File: src/hdl/wake_status_pkg.sv
// constants, offsets, field positions and carrier types of the wake-up and status logic
// assumes one 40 MHz register clock; slow clock and rtc tick arrive as pins
package wake_status_pkg;

  localparam int unsigned CLK_PERIOD_NS = 25;
  localparam int unsigned NUM_WAKE = 16;

  // register byte addresses
  localparam logic [31:0] WAKE_MODE_ADDR = 32'h400e141c;
  localparam logic [31:0] WAKE_INPUT_CONFIG_ADDR = 32'h400e1420;
  localparam logic [31:0] SUPPLY_EVENT_STATUS_ADDR = 32'h400e1424;
  localparam logic [31:0] SYSCTL_WRITE_PROTECT_ADDR = 32'h400e14e4;

  // reset values
  localparam logic [31:0] WAKE_MODE_RESET = 32'h00000000;
  localparam logic [31:0] WAKE_INPUT_CONFIG_RESET = 32'h00000000;
  localparam logic WRITE_PROTECT_RESET = 1'b0;

  // wake_mode fields
  localparam int unsigned MONITOR_WAKE_EN_BIT = 1;
  localparam int unsigned LP_ENABLE_A_BIT = 5;
  localparam int unsigned LP_ENABLE_B_BIT = 6;
  localparam int unsigned LP_CLEAR_BIT = 7;
  localparam int unsigned WAKE_DBC_LSB = 12;
  localparam int unsigned LP_DBC_LSB = 16;

  // wake_input_config fields
  localparam int unsigned WAKE_ENABLE_LSB = 0;
  localparam int unsigned WAKE_POLARITY_LSB = 16;

  // write protect fields
  localparam int unsigned WP_ENABLE_BIT = 0;
  localparam int unsigned WP_KEY_LSB = 8;
  localparam logic [23:0] WRITE_PROTECT_KEY = 24'h525443;

  // debounce lengths in slow clock periods, per period code
  localparam logic [15:0] WAKE_DBC_IMMEDIATE = 16'h0001;
  localparam logic [15:0] WAKE_DBC_3 = 16'h0003;
  localparam logic [15:0] WAKE_DBC_32 = 16'h0020;
  localparam logic [15:0] WAKE_DBC_512 = 16'h0200;
  localparam int unsigned WAKE_DBC_4096 = 4096;
  localparam int unsigned WAKE_DBC_32768 = 32768;

  // delayed clear of status flags, in slow clock cycles
  localparam logic [1:0] STATUS_CLEAR_DELAY = 2'h2;

  // sticky status flags and level bits as laid out in the status word
  typedef struct packed {
    logic [15:0] wake_input_snapshot;
    logic lp_wake_flag_pin_b;
    logic lp_wake_flag_pin_a;
    logic slow_clock_source_flag;
    logic monitor_output_level;
    logic monitor_detect_flag;
    logic monitor_reset_flag;
    logic brownout_event_flag;
    logic monitor_wake_flag;
    logic wake_pin_event_flag;
  } status_t;

  typedef struct packed {
    logic monitor_wake_en;
    logic lp_enable_a;
    logic lp_enable_b;
    logic lp_clear;
    logic [2:0] wake_debounce_period;
    logic [2:0] lowpower_debounce_period;
  } mode_t;

endpackage : wake_status_pkg
File: src/hdl/level_debouncer.sv
// one debouncer: counts ticks of a continuously active input
// assumes active and tick are on pclk; tick is a one-cycle pulse
`timescale 1ns/1ps
`default_nettype none
module level_debouncer #(
  parameter int unsigned CNT_W = 16
) (
  // clock and reset
  input wire logic pclk,
  input wire logic presetn,
  // control
  input wire logic tick,
  input wire logic active,
  input wire logic [CNT_W-1:0] limit,
  // result
  output logic fire
);

  logic [CNT_W-1:0] cnt_q;
  logic [CNT_W-1:0] cnt_d;
  logic done_q;
  logic reach;

  assign reach = tick && active && !done_q && (cnt_q + 1'b1 >= limit);
  assign fire = reach;

  always_comb begin
    cnt_d = cnt_q;
    if (!active) begin
      cnt_d = '0;
    end else if (tick && !done_q) begin
      cnt_d = cnt_q + 1'b1;
    end
  end

  // one fire per active stretch; input must go inactive to rearm
  always_ff @(posedge pclk or negedge presetn) begin
    if (!presetn) begin
      cnt_q <= '0;
      done_q <= 1'b0;
    end else begin
      cnt_q <= cnt_d;
      done_q <= active ? (done_q | reach) : 1'b0;
    end
  end

endmodule : level_debouncer
`default_nettype wire

File: src/hdl/supply_wakeup_status_logic.sv
// wake-up debouncing, clear-on-read supply status and keyed write protection
// assumes an apb master on pclk; all monitor and wake pins are asynchronous
`timescale 1ns/1ps
`default_nettype none
// What this block does
// - period zero recognises input on one edge
// - periods one to five need long activity
// - low-power period zero disables both debouncers
// - low-power count is field plus one
// - protected writes to input config ignored
// - only enabled inputs can wake core via the wake debouncers; pins 0 and 1 also wake it via low-power enable
// - polarity bit picks active level
// - status read clears flags two ticks later
// - pin wake-up sets wake flag
// - monitor wake-up sets monitor wake flag
// - brownout flag only on rising edge
// - monitor reset sets monitor reset flag
// - any monitor detection sets detect flag
// - monitor output bit shows last measurement
// - source bit shows crystal or rc
// - separate low-power wake flags per pin
// - snapshot enabled active inputs at pin wake trigger
// - protect bit changes only with key
// - wrong key aborts; key reads zero
// - low-power enable connects pin to debouncer
// - low-power event clears lower backup half
// - tamper blocks backup writes until flags cleared
module supply_wakeup_status_logic
  import wake_status_pkg::*;
#(
  parameter int unsigned DBC_4096 = WAKE_DBC_4096,
  parameter int unsigned DBC_32768 = WAKE_DBC_32768
) (
  // clock and reset
  input wire logic pclk,
  input wire logic presetn,
  // apb slave
  input wire logic psel,
  input wire logic penable,
  input wire logic pwrite,
  input wire logic [31:0] paddr,
  input wire logic [31:0] pwdata,
  input wire logic [3:0] pstrb,
  output logic [31:0] prdata,
  output logic pready,
  output logic pslverr,
  // asynchronous pins
  input wire logic slow_clock,
  input wire logic rtc_output_tick,
  input wire logic [NUM_WAKE-1:0] wake_pin,
  input wire logic brownout_out,
  input wire logic monitor_detect,
  input wire logic monitor_reset_enable,
  input wire logic monitor_measure_low,
  input wire logic crystal_selected,
  // system outputs
  output logic core_wakeup,
  output logic backup_storage_clear_low,
  output logic backup_storage_write_block
);

  localparam int unsigned NSYNC = NUM_WAKE + 7;

  // two-stage synchronisers for every asynchronous pin
  logic [NSYNC-1:0] sync1_q;
  logic [NSYNC-1:0] sync2_q;
  logic [NSYNC-1:0] pins_raw;
  logic slow_prev_q;
  logic rtc_prev_q;
  logic bod_prev_q;
  logic mon_prev_q;

  assign pins_raw = {crystal_selected, monitor_measure_low, monitor_reset_enable,
                     monitor_detect, brownout_out, rtc_output_tick, slow_clock, wake_pin};

  always_ff @(posedge pclk or negedge presetn) begin
    if (!presetn) begin
      sync1_q <= '0;
      sync2_q <= '0;
    end else begin
      sync1_q <= pins_raw;
      sync2_q <= sync1_q;
    end
  end

  wire [NUM_WAKE-1:0] wake_s = sync2_q[NUM_WAKE-1:0];
  wire slow_s = sync2_q[NUM_WAKE];
  wire rtc_s = sync2_q[NUM_WAKE+1];
  wire bod_s = sync2_q[NUM_WAKE+2];
  wire mon_det_s = sync2_q[NUM_WAKE+3];
  wire mon_rst_en_s = sync2_q[NUM_WAKE+4];
  wire mon_low_s = sync2_q[NUM_WAKE+5];
  wire xtal_s = sync2_q[NUM_WAKE+6];

  always_ff @(posedge pclk or negedge presetn) begin
    if (!presetn) begin
      slow_prev_q <= 1'b0;
      rtc_prev_q <= 1'b0;
      bod_prev_q <= 1'b0;
      mon_prev_q <= 1'b0;
    end else begin
      slow_prev_q <= slow_s;
      rtc_prev_q <= rtc_s;
      bod_prev_q <= bod_s;
      mon_prev_q <= mon_det_s;
    end
  end

  // slow clock is slower than pclk by far, so one rising edge is one tick
  wire slow_tick = slow_s && !slow_prev_q;
  wire rtc_tick = rtc_s && !rtc_prev_q;
  wire bod_rise = bod_s && !bod_prev_q;
  wire mon_rise = mon_det_s && !mon_prev_q;
  // a detection between slow ticks is held until the next tick, not lost
  logic mon_pend_q;
  wire mon_event = slow_tick && (mon_pend_q || mon_rise);

  always_ff @(posedge pclk or negedge presetn) begin
    if (!presetn) begin
      mon_pend_q <= 1'b0;
    end else begin
      mon_pend_q <= (mon_pend_q || mon_rise) && !slow_tick;
    end
  end

  // apb decode
  logic [31:0] mode_q;
  logic [31:0] wake_cfg_q;
  logic wp_enable_q;
  status_t status_q;
  status_t status_d;
  logic [31:0] prdata_q;

  wire setup_ph = psel && !penable;
  wire access_ph = psel && penable;
  wire hit_mode = (paddr == WAKE_MODE_ADDR);
  wire hit_cfg = (paddr == WAKE_INPUT_CONFIG_ADDR);
  wire hit_status = (paddr == SUPPLY_EVENT_STATUS_ADDR);
  wire hit_wp = (paddr == SYSCTL_WRITE_PROTECT_ADDR);
  wire mapped = hit_mode || hit_cfg || hit_status || hit_wp;
  wire full_word = (pstrb == 4'hf);
  wire wr_ok = access_ph && pwrite && mapped && full_word;
  wire wr_mode = wr_ok && hit_mode && !wp_enable_q;
  wire wr_cfg = wr_ok && hit_cfg && !wp_enable_q;
  wire key_ok = (pwdata[WP_KEY_LSB +: 24] == WRITE_PROTECT_KEY);
  wire wr_wp = wr_ok && hit_wp && key_ok;
  wire rd_status = access_ph && !pwrite && hit_status;

  assign pready = 1'b1;
  assign pslverr = access_ph && (!mapped || (pwrite && (!full_word || hit_status)));
  assign prdata = prdata_q;

  mode_t mode;
  assign mode.monitor_wake_en = mode_q[MONITOR_WAKE_EN_BIT];
  assign mode.lp_enable_a = mode_q[LP_ENABLE_A_BIT];
  assign mode.lp_enable_b = mode_q[LP_ENABLE_B_BIT];
  assign mode.lp_clear = mode_q[LP_CLEAR_BIT];
  assign mode.wake_debounce_period = mode_q[WAKE_DBC_LSB +: 3];
  assign mode.lowpower_debounce_period = mode_q[LP_DBC_LSB +: 3];

  wire [NUM_WAKE-1:0] wake_en = wake_cfg_q[WAKE_ENABLE_LSB +: NUM_WAKE];
  wire [NUM_WAKE-1:0] wake_pol = wake_cfg_q[WAKE_POLARITY_LSB +: NUM_WAKE];

  // register write and read-data capture; key field never stored
  always_ff @(posedge pclk or negedge presetn) begin
    if (!presetn) begin
      mode_q <= WAKE_MODE_RESET;
      wake_cfg_q <= WAKE_INPUT_CONFIG_RESET;
      wp_enable_q <= WRITE_PROTECT_RESET;
    end else begin
      if (wr_mode) begin
        mode_q <= pwdata & 32'h000770e2;
      end
      if (wr_cfg) begin
        wake_cfg_q <= pwdata;
      end
      if (wr_wp) begin
        wp_enable_q <= pwdata[WP_ENABLE_BIT];
      end
    end
  end

  logic [31:0] rd_mux;
  assign rd_mux = hit_mode ? mode_q :
                  hit_cfg ? wake_cfg_q :
                  hit_status ? status_word(status_q) :
                  hit_wp ? {31'h0, wp_enable_q} : 32'h0;

  always_ff @(posedge pclk or negedge presetn) begin
    if (!presetn) begin
      prdata_q <= 32'h0;
    end else if (setup_ph && !pwrite) begin
      prdata_q <= rd_mux;
    end
  end

  function automatic logic [31:0] status_word(input status_t s);
    status_word = {s.wake_input_snapshot, 1'b0, s.lp_wake_flag_pin_b, s.lp_wake_flag_pin_a,
                   5'h0, s.slow_clock_source_flag, s.monitor_output_level,
                   s.monitor_detect_flag, s.monitor_reset_flag, s.brownout_event_flag,
                   s.monitor_wake_flag, s.wake_pin_event_flag, 1'b0};
  endfunction : status_word

  // wake-up debounce length from the period code
  logic [15:0] wake_limit;
  always_comb begin
    case (mode.wake_debounce_period)
      3'h0: wake_limit = WAKE_DBC_IMMEDIATE;
      3'h1: wake_limit = WAKE_DBC_3;
      3'h2: wake_limit = WAKE_DBC_32;
      3'h3: wake_limit = WAKE_DBC_512;
      3'h4: wake_limit = DBC_4096[15:0];
      3'h5: wake_limit = DBC_32768[15:0];
      default: wake_limit = DBC_32768[15:0];
    endcase
  end

  wire [NUM_WAKE-1:0] wake_active = ~(wake_s ^ wake_pol);
  wire [NUM_WAKE-1:0] wake_armed = wake_active & wake_en;
  logic [NUM_WAKE-1:0] wake_fire;

  genvar gi;
  generate
    for (gi = 0; gi < NUM_WAKE; gi++) begin : g_wake
      level_debouncer #(.CNT_W(16)) u_dbc (
        .pclk(pclk),
        .presetn(presetn),
        .tick(slow_tick),
        .active(wake_armed[gi]),
        .limit(wake_limit),
        .fire(wake_fire[gi])
      );
    end
  endgenerate

  // low-power debouncers on pins 0 and 1, timed by the rtc tick
  wire lp_on = (mode.lowpower_debounce_period != 3'h0);
  wire [3:0] lp_limit = {1'b0, mode.lowpower_debounce_period} + 4'h1;
  wire [1:0] lp_armed = wake_active[1:0] & {mode.lp_enable_b, mode.lp_enable_a}
                        & {2{lp_on}};
  logic [1:0] lp_fire;

  generate
    for (gi = 0; gi < 2; gi++) begin : g_lp
      level_debouncer #(.CNT_W(4)) u_lp (
        .pclk(pclk),
        .presetn(presetn),
        .tick(rtc_tick),
        .active(lp_armed[gi]),
        .limit(lp_limit),
        .fire(lp_fire[gi])
      );
    end
  endgenerate

  wire pin_wake = |wake_fire;
  wire mon_wake = mon_event && mode.monitor_wake_en;
  wire lp_event = |lp_fire;

  // delayed clear: counts slow ticks after a status read
  logic clr_pend_q;
  logic [1:0] clr_cnt_q;
  logic [31:0] clr_mask_q;
  logic [31:0] kept_q;
  wire clr_now = clr_pend_q && slow_tick && (clr_cnt_q == STATUS_CLEAR_DELAY - 2'h1);

  status_t set_ev;
  always_comb begin
    set_ev = '0;
    set_ev.wake_pin_event_flag = pin_wake;
    set_ev.monitor_wake_flag = mon_wake;
    set_ev.brownout_event_flag = bod_rise;
    set_ev.monitor_reset_flag = mon_event && mon_rst_en_s;
    set_ev.monitor_detect_flag = mon_event;
    set_ev.lp_wake_flag_pin_a = lp_fire[0];
    set_ev.lp_wake_flag_pin_b = lp_fire[1];
    set_ev.wake_input_snapshot = pin_wake ? wake_armed : 16'h0;
  end

  wire [31:0] set_bits = status_word(set_ev);
  // events seen after the read stay out of the clear
  wire [31:0] clr_bits = clr_now ? (clr_mask_q & ~kept_q & ~set_bits) : 32'h0;
  wire [31:0] flags_next = (status_word(status_q) & ~clr_bits) | set_bits;

  always_comb begin
    status_d = '0;
    status_d.wake_pin_event_flag = flags_next[1];
    status_d.monitor_wake_flag = flags_next[2];
    status_d.brownout_event_flag = flags_next[3];
    status_d.monitor_reset_flag = flags_next[4];
    status_d.monitor_detect_flag = flags_next[5];
    status_d.lp_wake_flag_pin_a = flags_next[13];
    status_d.lp_wake_flag_pin_b = flags_next[14];
    status_d.wake_input_snapshot = flags_next[31:16];
    // level bits follow their source rather than latching
    status_d.monitor_output_level = slow_tick ? mon_low_s : status_q.monitor_output_level;
    status_d.slow_clock_source_flag = xtal_s;
  end

  always_ff @(posedge pclk or negedge presetn) begin
    if (!presetn) begin
      status_q <= '0;
    end else begin
      status_q <= status_d;
    end
  end

  always_ff @(posedge pclk or negedge presetn) begin
    if (!presetn) begin
      clr_pend_q <= 1'b0;
      clr_cnt_q <= 2'h0;
      clr_mask_q <= 32'h0;
      kept_q <= 32'h0;
    end else if (rd_status) begin
      clr_pend_q <= 1'b1;
      clr_cnt_q <= 2'h0;
      clr_mask_q <= clr_mask_q | prdata_q;
      kept_q <= 32'h0;
    end else if (clr_now) begin
      clr_pend_q <= 1'b0;
      clr_cnt_q <= 2'h0;
      clr_mask_q <= 32'h0;
      kept_q <= 32'h0;
    end else if (clr_pend_q) begin
      if (slow_tick) begin
        clr_cnt_q <= clr_cnt_q + 2'h1;
      end
      kept_q <= kept_q | set_bits;
    end
  end

  // system outputs
  logic wake_q;
  logic bclr_q;
  logic tamper_q;
  wire lp_flags_clear = !status_q.lp_wake_flag_pin_a && !status_q.lp_wake_flag_pin_b;

  always_ff @(posedge pclk or negedge presetn) begin
    if (!presetn) begin
      wake_q <= 1'b0;
      bclr_q <= 1'b0;
      tamper_q <= 1'b0;
    end else begin
      wake_q <= pin_wake || mon_wake || lp_event;
      bclr_q <= lp_event && mode.lp_clear;
      if (lp_event) begin
        tamper_q <= 1'b1;
      end else if (lp_flags_clear) begin
        tamper_q <= 1'b0;
      end
    end
  end

  assign core_wakeup = wake_q;
  assign backup_storage_clear_low = bclr_q;
  assign backup_storage_write_block = tamper_q;

endmodule : supply_wakeup_status_logic
`default_nettype wire

File: config.mk
export PLATFORM = sky130hd
export DESIGN_NAME = supply_wakeup_status_logic
export DESIGN_NICKNAME = d
export VERILOG_FILES = /design/src/hdl/wake_status_pkg.sv /design/src/hdl/level_debouncer.sv /design/src/hdl/supply_wakeup_status_logic.sv
export SDC_FILE = /design/constraint.sdc
export NUM_CORES = 1
export LEC_CHECK = 0
export BUFFER_PORTS_ARGS = -buffer_cell sky130_fd_sc_hd__buf_2
export CORE_MARGIN = 2
export CORE_UTILIZATION = 41
export DETAILED_ROUTE_END_ITERATION = 12
export HOLD_SLACK_MARGIN = 0.08
export PLACE_DENSITY = 0.68
export SKIP_CTS_REPAIR_TIMING = 1
export SYNTH_ARGS = -nofsm -noshare
export SYNTH_HDL_FRONTEND = slang
export SYNTH_SLANG_ARGS = --single-unit
File: constraint.sdc
create_clock -name pclk -period 7.4 [get_ports pclk]
set_input_delay 1.48 -clock pclk [delete_from_list [all_inputs] [get_ports pclk]]
set_output_delay 1.48 -clock pclk [all_outputs]
set_load 0.01 [all_outputs]
Yosys cells after proc, flatten, opt, wreduce, memory -nomap -nowiden
Cells that the tools add are included.
{ "totals": {"register_bits": 503, "elab_cells": 384} }
{ "op_classes": {"addsub": 20, "n_lt_le_gt_ge": 18, "eq_ne": 29, "muxes": 74, "n_bitwise": 32, "reduce_logical": 147} }
{ "ops": {"columns": ["op", "n"], "rows": [
  ["two-way mux 16 bit", 33],
  ["two-way mux 32 bit", 9],
  ["adder 16 x 1 -> 16 bit (second input constant)", 16],
  ["greater-or-equal comparator 16 bit", 16],
  ["== test 32 x 31 -> 1 bit (second input constant)", 4],
  ["logical AND 1 bit", 100],
  ["AND 32 bit", 3],
  ["inverter 32 bit", 3],
  ["bitwise OR 32 bit", 3],
  ["case mux 16 bit (5 select lines)", 1],
  ["inequality test 2 x 1 -> 1 bit (second input constant)", 18],
  ["zero test 1 bit", 30],
  ["== test 24 x 23 -> 1 bit (second input constant)", 1],
  ["two-way mux 1 bit", 23],
  ["bitwise OR 1 bit", 18],
  ["AND 16 bit", 1],
  ["two-way mux 4 bit", 4],
  ["inverter 16 bit", 1],
  ["OR reduction 16 bit", 1],
  ["XOR 16 bit", 1],
  ["nonzero test 3 bit", 3],
  ["adder 4 x 1 -> 4 bit (second input constant)", 2],
  ["greater-or-equal comparator 4 bit", 2],
  ["logical OR 1 bit", 8],
  ["13 further kinds", 19]
]} }

Logic depth before layout (Yosys ltp)
Gate-level depths: netlist of the first run.
{ "logic_depth": {"word_depth": 14, "ltp_mapped": 17} }

Hierarchy
A second synthesis of the first run with hierarchy kept.
{ "hier_totals": {"cells_unflattened": 3480, "area_unflattened_um2": 32705.1} }
{ "by_module_without_submodules": {"columns": ["module", "n_inst", "cells_per_inst", "area_each_um2", "seq_area_each_um2"], "rows": [
  ["level_debouncer at g_wake[0].u_dbc ...", 15, 173, 1492.7, 425.4],
  ["supply_wakeup_status_logic", 1, 650, 8140.3, 5079.9],
  ["level_debouncer at g_wake[4].u_dbc", 1, 165, 1453.9, 425.4],
  ["level_debouncer at g_lp[0].u_lp ...", 2, 35, 360.3, 125.1]
]} }

Worst setup path before layout of the first run
Ideal clock, no wire load.
{ "synth_timing": {"path_type": "input port to output port", "start": "input paddr[13]", "end": "output pslverr", "t_arrival_ns": 3.242, "required_time_ns": 5.920, "path_slack_ns": 2.678, "stages": 7, "path_cell_list": "or4b_2 nor3_1 and3_1 and3_1 clkbuf_1 o21ai_0 a21oi_1"} }
{ "synth_via": {"elab_chain_len": 7, "elab_cells_between_ends": 12, "cone_classes": "eq/ne: 4; reduce/logical: 8"} }
{ "synth_lines": {"columns": ["item", "line", "rtl"], "rows": [
  ["start: declaration", "supply_wakeup_status_logic.sv:41", "input wire logic [31:0] paddr,"],
  ["== test 32 x 31 -> 1 bit, on equally long branches", "supply_wakeup_status_logic.sv:136, supply_wakeup_status_logic.sv:137", null],
  ["logical OR 1 bit (3 in a row)", "supply_wakeup_status_logic.sv:140", "wire mapped = hit_mode || hit_cfg || hit_status || hit_wp;"],
  ["zero test 1 bit", "supply_wakeup_status_logic.sv:150", "assign pslverr = access_ph && (!mapped || (pwrite && (!full_word || hit_status)));"],
  ["logical OR 1 bit (*)", "supply_wakeup_status_logic.sv:150", null],
  ["logical AND 1 bit (*)", "supply_wakeup_status_logic.sv:150", null],
  ["end: declaration", "supply_wakeup_status_logic.sv:46", "output logic pslverr,"]
]} }
Mark *: on every way between the ends. The rest lies on a longest branch, timed or not.

Final worst setup path of the first run
Same ends and word-level chain as after synthesis.

==> results of run 1 <==
## cell usage in the layout (no fill, tap or decap), types with 12 or more instances in the layout
cell / n
inv_1: 47
nor4_1: 28
nor3_1: 63
clkbuf_16: 55
o21ai_0: 115
nand4_1: 93
mux2_2: 43
and2_1: 16
a31oi_1: 21
xnor2_1: 158
dfrtp_1: 485
nand3_1: 138
nor2_1: 393
o41ai_1: 25
buf_4: 19
ha_1: 124
a21o_1: 13
nand2b_1: 50
xor2_1: 182
or3_1: 49
mux2i_1: 24
clkinv_2: 12
a21oi_1: 96
buf_2: 130
a22o_1: 30
nand2_1: 268
and3_1: 29
## kinds of logic after synthesis
family                     synth area share, %
AOI/OAI and AO/OA                         10.5
muxes                                     2.71
DFF                                       45.4
adders and majority gates                 5.80
and+or+nand+nor                           22.0
other                                   0.0140
buffers and inverters                     2.40
xor gates and xnor gates                  11.1
## cell usage after synthesis (all sizes together), types with 51 or more instances
cell / n / area (sq um)
a21oi: 96 / 480
clkbuf: 77 / 292
dfrtp: 485 / 12100
ha: 124 / 1550
nand2: 270 / 1020
nand2b: 51 / 319
nand3: 139 / 701
nand4: 93 / 582
nor2: 394 / 1480
nor3: 67 / 368
o21ai: 125 / 626
xnor2: 158 / 1380
xor2: 182 / 1590
## where the power goes
part	switching [uW]	leakage (uW)	internal (uW)
Clock	1130	0.000927	1780
Sequential	23.5	0.00648	2680
Combinational	128	0.00515	46.4
Total	1280	0.0126	4510
## worst max-delay path: cells and delay by family
kind | cells | cell delay [ns]
AND/OR/NAND/NOR | 5 | 1.74
buffers and inverters | 3 | 0.70
AO/OA/AOI/OAI | 1 | 0.06
## path summary, 6_finish.rpt
check	start	endpoint	cells past startpoint
worst min-delay path	sync1_q[13]	sync2_q[13]	0
worst max register to register	mode_q[13]	status_q[17]	14
max in group asynchronous	presetn	g_wake[1].u_dbc.cnt_q[2]	2
worst max-delay path	paddr[13]	pslverr	9
worst min register to register	sync1_q[13]	sync2_q[13]	0
min in group asynchronous	presetn	g_wake[6].u_dbc.cnt_q[10]	1
## metal layers
layer | track usage [%] | share of wire [%] | vias up
met5 | 0 | 0 | -
li1 | - | - | 10200
met4 | 7.81 | 3.4 | 0
met3 | 3.89 | 6.3 | 117
met2 | 31.2 | 44 | 543
met1 | 28.9 | 47 | 10200
## state kept, by name, summed over array words and instances (netlist names), 2 cells and up
| name | flops |
|---|---|
| clr_cnt_q | 2 |
| g_wake.u_dbc.done_q | 16 |
| sync2_q | 23 |
| sync1_q | 23 |
| g_lp.u_lp.cnt_q | 8 |
| g_wake.u_dbc.cnt_q | 256 |
| kept_q | 23 |
| mode_q | 10 |
| g_lp.u_lp.done_q | 2 |
| prdata | 32 |
| wake_cfg_q | 32 |
| status_q | 25 |
| clr_mask_q | 23 |
## area by class of cell
cell class / instances / area [sq um] / area share [%]
tap: 855 / 1070 / 3.55
multi-input combinational: 2176 / 14000 / 46.4
clock buffer: 70 / 1470 / 4.88
clock inverter: 30 / 444 / 1.47
antenna: 3 / 7.51 / 0.0249
sequential: 485 / 12100 / 40.3
inverter: 48 / 180 / 0.598
timing repair buffer: 152 / 848 / 2.81
## stage by stage
step | total power, uW | hold slack, ns | util, % | instance area, sq um
2_1_floorplan | 2790 | 0.331 | - | 26700
3_3_place_gp | 2930 | 0.334 | 43.8 | 28200
3_5_place_dp | 2930 | 0.335 | 43.8 | 28200
4_1_cts | 5850 | 0.348 | 46.8 | 30100
5_1_grt | 5980 | 0.359 | 46.8 | 30100
6_report | 5790 | 0.347 | 46.8 | 30200
==> run_results.csv, run 1 <==
group,metric,value,unit
detailed_routing,drc_errors,0,
grt,grt_pass1_vias,20200,
clock_tree,cts.sinks,485,
placed_design,io_buffers,131,
clock_tree,clk_path_buf_depth,3,
grt,grt-ovfl-total,0,
sta,setup_slack,1.94,ns
final_layout,finalNonFillerCells,3819,
pwr,ir_drop,0.191,mV
sta,rsz0062_at_grt,"no",
setup_path,slowest_delay,0.65,ns
detailed_routing,drt-total-wl,68700,um
synthesis,netlist_area,26700,sq um
sta,finalSetupTns,0,ns
final_layout,nNetsFinal,3137,
synthesis,async_flop_share,100,%
floorplan,die_w,259,um
clock_tree,clkTransAtPathRegs,0.06,ns
setup_path,cp_max_fo,31,
sta,finClkSkew,0.0293,ns
placed_design,dp_cells,3716,
grt,grt_util_all_layers,20.5,%
hold_path,worstHoldPathType,"reg2reg",
sta,worst_pin_slew,1.26,ns
sta,max_clock_freq,183,MHz
clock_tree,cts-root-buf,"clkbuf_16",
sta,hold_viol_final,0,
sta,slew_violations,0,
placed_design,gp_congestion,0.854,
detailed_routing,routed-via-count,21100,
final_layout,fillers,6131,
pwr,p_leak,0.0126,uW
synthesis,synth-edff-count,0,
sta,setup_viol,0,
setup_path,crit_path_top_delay_cell,"or4b_2",
floorplan,io_pins,133,
clock_tree,cts_tree,"built",
detailed_routing,postRouteAntennaNets,0,
setup_path,arrival,3.98,ns
detailed_routing,dr.first_iter.drc_count,1636,
final_layout,area_delta_synth_final,12.7,%
setup_path,crit_chain,"buf_2 -> or4b_2 -> nor3_1 -> and3_1 -> and4b_2 -> buf_4 -> or4_1 -> a21oi_1 -> buf_2",
placed_design,place_ws,1.99,ns
clock_tree,clk_latency,0.62,ns
grt,grt_first_pass_wirelength,110000,um
detailed_routing,drt-wirelength-per-cell,18.0,um
synthesis,synthCells,2818,
status,status,"complete, no violations",
setup_path,rrSetupSlack,2.46,ns
clock_tree,numCtsBuffers,54,
synthesis,synth_seq_cells,485,
setup_path,cp.required,5.92,ns
floorplan,dieHeight,259,um
final_layout,drive_gt1_share,10.9,%
setup_path,cp-end-kind,"output pin",
sta,fin_crit,5.46,ns
setup_path,setup.worst_path.start_class,"input port",
grt,antenna_found_initial,4,
detailed_routing,drtPass1Iterations,6,
synthesis,syn_avg_cell_area,9.49,sq um
synthesis,synth-main-ff-cell,"dfrtp_1",
synthesis,seq_area_frac_synth,45.4,%
detailed_routing,vias_per_cell,5.52,
synthesis,yosys_warnings,0,
clock_tree,htree_num_levels,2,
synthesis,syn_nets,3038,
run,cap_violations,0,
floorplan,die_area,67300,sq um
floorplan,start_util,41.5,%
pwr,powerDensity,192,nW/um^2
placed_design,dpl.hpwl,46900,um
setup_path,worstSetupPathType,"in2out",
sta,relSlewSlack,16.0,%
floorplan,core_area,64500,sq um
setup_path,critPathMostFrequentCell,"buf_2",
grt,grt_start_max_net_pins,179,
synthesis,synth.distinct_cells,83,
floorplan,rows,93,
sta,post-route-period-util,73.8,%
No activity file was read; power rests on OpenSTA's default activity.
==> run 2: changes to the inputs <==
--- a/config.mk
+++ b/config.mk
@@ -5,12 +5,13 @@
 export SDC_FILE = /design/constraint.sdc
 export NUM_CORES = 1
 export LEC_CHECK = 0
+export ABC_AREA = 1
 export BUFFER_PORTS_ARGS = -buffer_cell sky130_fd_sc_hd__buf_2
 export CORE_MARGIN = 2
 export CORE_UTILIZATION = 41
 export DETAILED_ROUTE_END_ITERATION = 12
 export HOLD_SLACK_MARGIN = 0.08
-export PLACE_DENSITY = 0.68
+export PLACE_DENSITY = 0.7
 export SKIP_CTS_REPAIR_TIMING = 1
 export SYNTH_ARGS = -nofsm -noshare
 export SYNTH_HDL_FRONTEND = slang
==> constraint.sdc (replaced) <==
create_clock -name pclk -period 4.55 [get_ports pclk]
set_input_delay 0.91 -clock pclk [delete_from_list [all_inputs] [get_ports pclk]]
set_output_delay 0.91 -clock pclk [all_outputs]
set_load 0.01 [all_outputs]
==> run_results.csv, run 2 <==
group,metric,value,unit
synthesis,synth_xor_area_share,3.26,%
detailed_routing,drt-total-wl,72500,um
setup_path,setup.worst_path.start_class,"flip-flop",
placed_design,gp_congestion,0.886,
detailed_routing,drtPass1Iterations,8,
floorplan,dieHeight,263,um
setup_path,cp_max_fo,34,
clock_tree,htree_num_levels,2,
synthesis,synth_adder_area_share,5.66,%
grt,grt_util_all_layers,21.0,%
pwr,p_total,9660,uW
final_layout,final_cell_mix,"nand2_1 (1072), dfrtp_1 (485), inv_1 (475)",
placed_design,dpl_cell_area,29300,sq um
detailed_routing,drt-wirelength-per-cell,15.4,um
synthesis,yosys_warnings,0,
synthesis,synth.distinct_cells,44,
sta,relSlewSlack,35.4,%
detailed_routing,drc_errors,0,
detailed_routing,vias_per_cell,5.16,
synthesis,synth-edff-count,0,
synthesis,synth_top_area_cell,"dfrtp_1",
setup_path,critical_path.top_delay_family,"simple AND/OR/NAND/NOR gates",
sta,post-route-period-util,77.8,%
placed_design,dp_cells,4621,
synthesis,synth-main-ff-cell,"dfrtp_1",
detailed_routing,postRouteAntennaNets,0,
final_layout,area_delta_synth_final,13.6,%
clock_tree,numCtsBuffers,53,
synthesis,async_flop_share,100,%
synthesis,ys_top_cells_by_count,"nand2_1 (1072), dfrtp_1 (485), inv_1 (476)",
grt,grt_pass1_vias,23200,
floorplan,io_pins,133,
pwr,p_leak,0.0158,uW
hold_path,worstHoldPathType,"in2async",
grt,met2_usage,33.8,%
sta,hold_viol_final,0,
setup_path,cp-end-kind,"flip-flop",
final_layout,fillers,6365,
sta,max_clock_freq,282,MHz
grt,met3_usage,4.09,%
sta,rsz0062_at_grt,"no",
synthesis,synth_seq_cells,485,
synthesis,synth_area_leaders,"dfrtp_1 (44%), nand2_1 (15%), inv_1 (6.5%), nand3_1 (5.7%), ha_1 (5.7%)",
placed_design,dpl.hpwl,52800,um
setup_path,arrival,4.03,ns
synthesis,synth-compound-area-share,9.18,%
clock_tree,cts-root-buf,"clkbuf_16",
synthesis,yosysMostFrequentCell,"nand2_1",
floorplan,start_util,41.6,%
grt,grt_first_pass_wirelength,119000,um
synthesis,synth.top_cell.area_share,44.3,%
pwr,ir_drop,0.271,mV
detailed_routing,dr.first_iter.drc_count,1784,
synthesis,seq_area_frac_synth,44.3,%
run,cap_violations,0,
sta,setup_viol,0,
clock_tree,cts_tree,"built",
sta,finalSetupTns,0,ns
setup_path,crit_chain,"inv_1 -> nor2_1 -> nand4_1 -> or3_1 -> xor2_1 -> inv_1 -> ha_1 -> or2_2 -> nand2_1 -> nand3_1 -> nand2_1 -> nand2_1 -> inv_1 -> nand2_1 -> nor2_2 -> nand2_4 -> inv_1 -> nand3_1",
clock_tree,clkTransAtPathRegs,0.06,ns
floorplan,core_area,66000,sq um
synthesis,synthMuxAreaShare,0.0365,%
sta,whs,0.276,ns
final_layout,final_area,31200,sq um
setup_path,crit_path_top_delay_cell,"dfrtp_1",
synthesis,synth_top_family_by_area,"simple AND/OR/NAND/NOR gates",
placed_design,io_buffers,131,
synthesis,syn_avg_cell_area,7.53,sq um
grt,grt-busiest-layer,"met2",
grt,grt_start_max_net_pins,104,
setup_path,cp.required,5.04,ns
floorplan,die_w,263,um
synthesis,syn_nets,3861,
clock_tree,clk_path_buf_depth,3,
final_layout,top_register,"g_wake.u_dbc.cnt_q",
sta,finClkSkew,0.0239,ns
sta,worst_pin_slew,0.964,ns
final_layout,insertedDiodeCount,0,
grt,antenna_found_initial,1,
synthesis,synth-simple-area-share,30.0,%
synthesis,netlist_area,27400,sq um
setup_path,slowest_delay,0.49,ns
final_layout,finalNonFillerCells,4718,
final_layout,mostFrequentLayoutCell,"nand2_1",
grt,use_met1,28.3,%
synthesis,synthCells,3641,
setup_path,crit_buf_inv,4,
detailed_routing,routed-via-count,24300,
final_layout,largest_register_ffs,256,
grt,grt-ovfl-total,0,
floorplan,rows,94,
sta,fin_crit,3.54,ns
final_layout,drive_gt1_share,7.94,%
status,status,"complete, no violations",
setup_path,worstSetupPathType,"reg2reg",
clock_tree,cts.sinks,485,
floorplan,die_area,69000,sq um
pwr,powerDensity,310,nW/um^2
clock_tree,clk_latency,0.61,ns
sta,slew_violations,0,
final_layout,nNetsFinal,4032,
==> run 2: per-stage QoR <==
step	setup slack [ns]	utilization, %
6_report	1.01	47.2
5_1_grt	0.619	47.2
4_1_cts	1.08	47.2
3_5_place_dp	1.10	44.4
3_3_place_gp	1.10	44.4
2_1_floorplan	1.21	-
==> run 2: power by group <==
part           internal (uW)  switching, uW
Sequential              4380           61.8
Clock                   2820           1830
Combinational            183            392
Total                   7370           2280
==> run 2: cell type report <==
class / count / area, sq um / share of cell area, %
multi-input cells: 2611 / 13200 / 42.4
flip-flops and latches: 485 / 12100 / 39.0
inverters: 493 / 1850 / 5.94
clock buffers: 72 / 1500 / 4.81
well taps: 864 / 1080 / 3.47
repair buffers: 168 / 1010 / 3.23
clock inverters: 25 / 374 / 1.20
==> run 2: cell families after synthesis <==
kind of cell               after synthesis
adders and majority gates              124
other                                    1
xor gates and xnor gates               102
AOI/OAI and AO/OA                      448
buffers and inverters                  545
muxes                                    1
DFF                                    485
and+or+nand+nor                       1935
==> run 2: metal layers <==
metal,part of all wire (%),wire (um),vias to the layer above
li1,-,-,12200
met1,45,32700,11400
met2,45,32500,624
met3,6.9,5040,129
met4,3.2,2310,0
met5,0,0,-
==> run 2: worst paths after layout <==
path | from | slack [ns] | depth (start not counted) | to
setup reg to reg | g_wake[9].u_dbc.cnt_q[0] | 1.01 | 18 | core_wakeup
hold reg to reg | sync1_q[18] | 0.34 | 0 | sync2_q[18]
max in group asynchronous | presetn | 3.21 | 2 | g_wake[0].u_dbc.cnt_q[14]
min in group pclk | sync1_q[18] | 0.34 | 0 | sync2_q[18]
setup / recovery | g_wake[9].u_dbc.cnt_q[0] | 1.01 | 18 | core_wakeup
hold / removal | presetn | 0.28 | 1 | sync2_q[16]
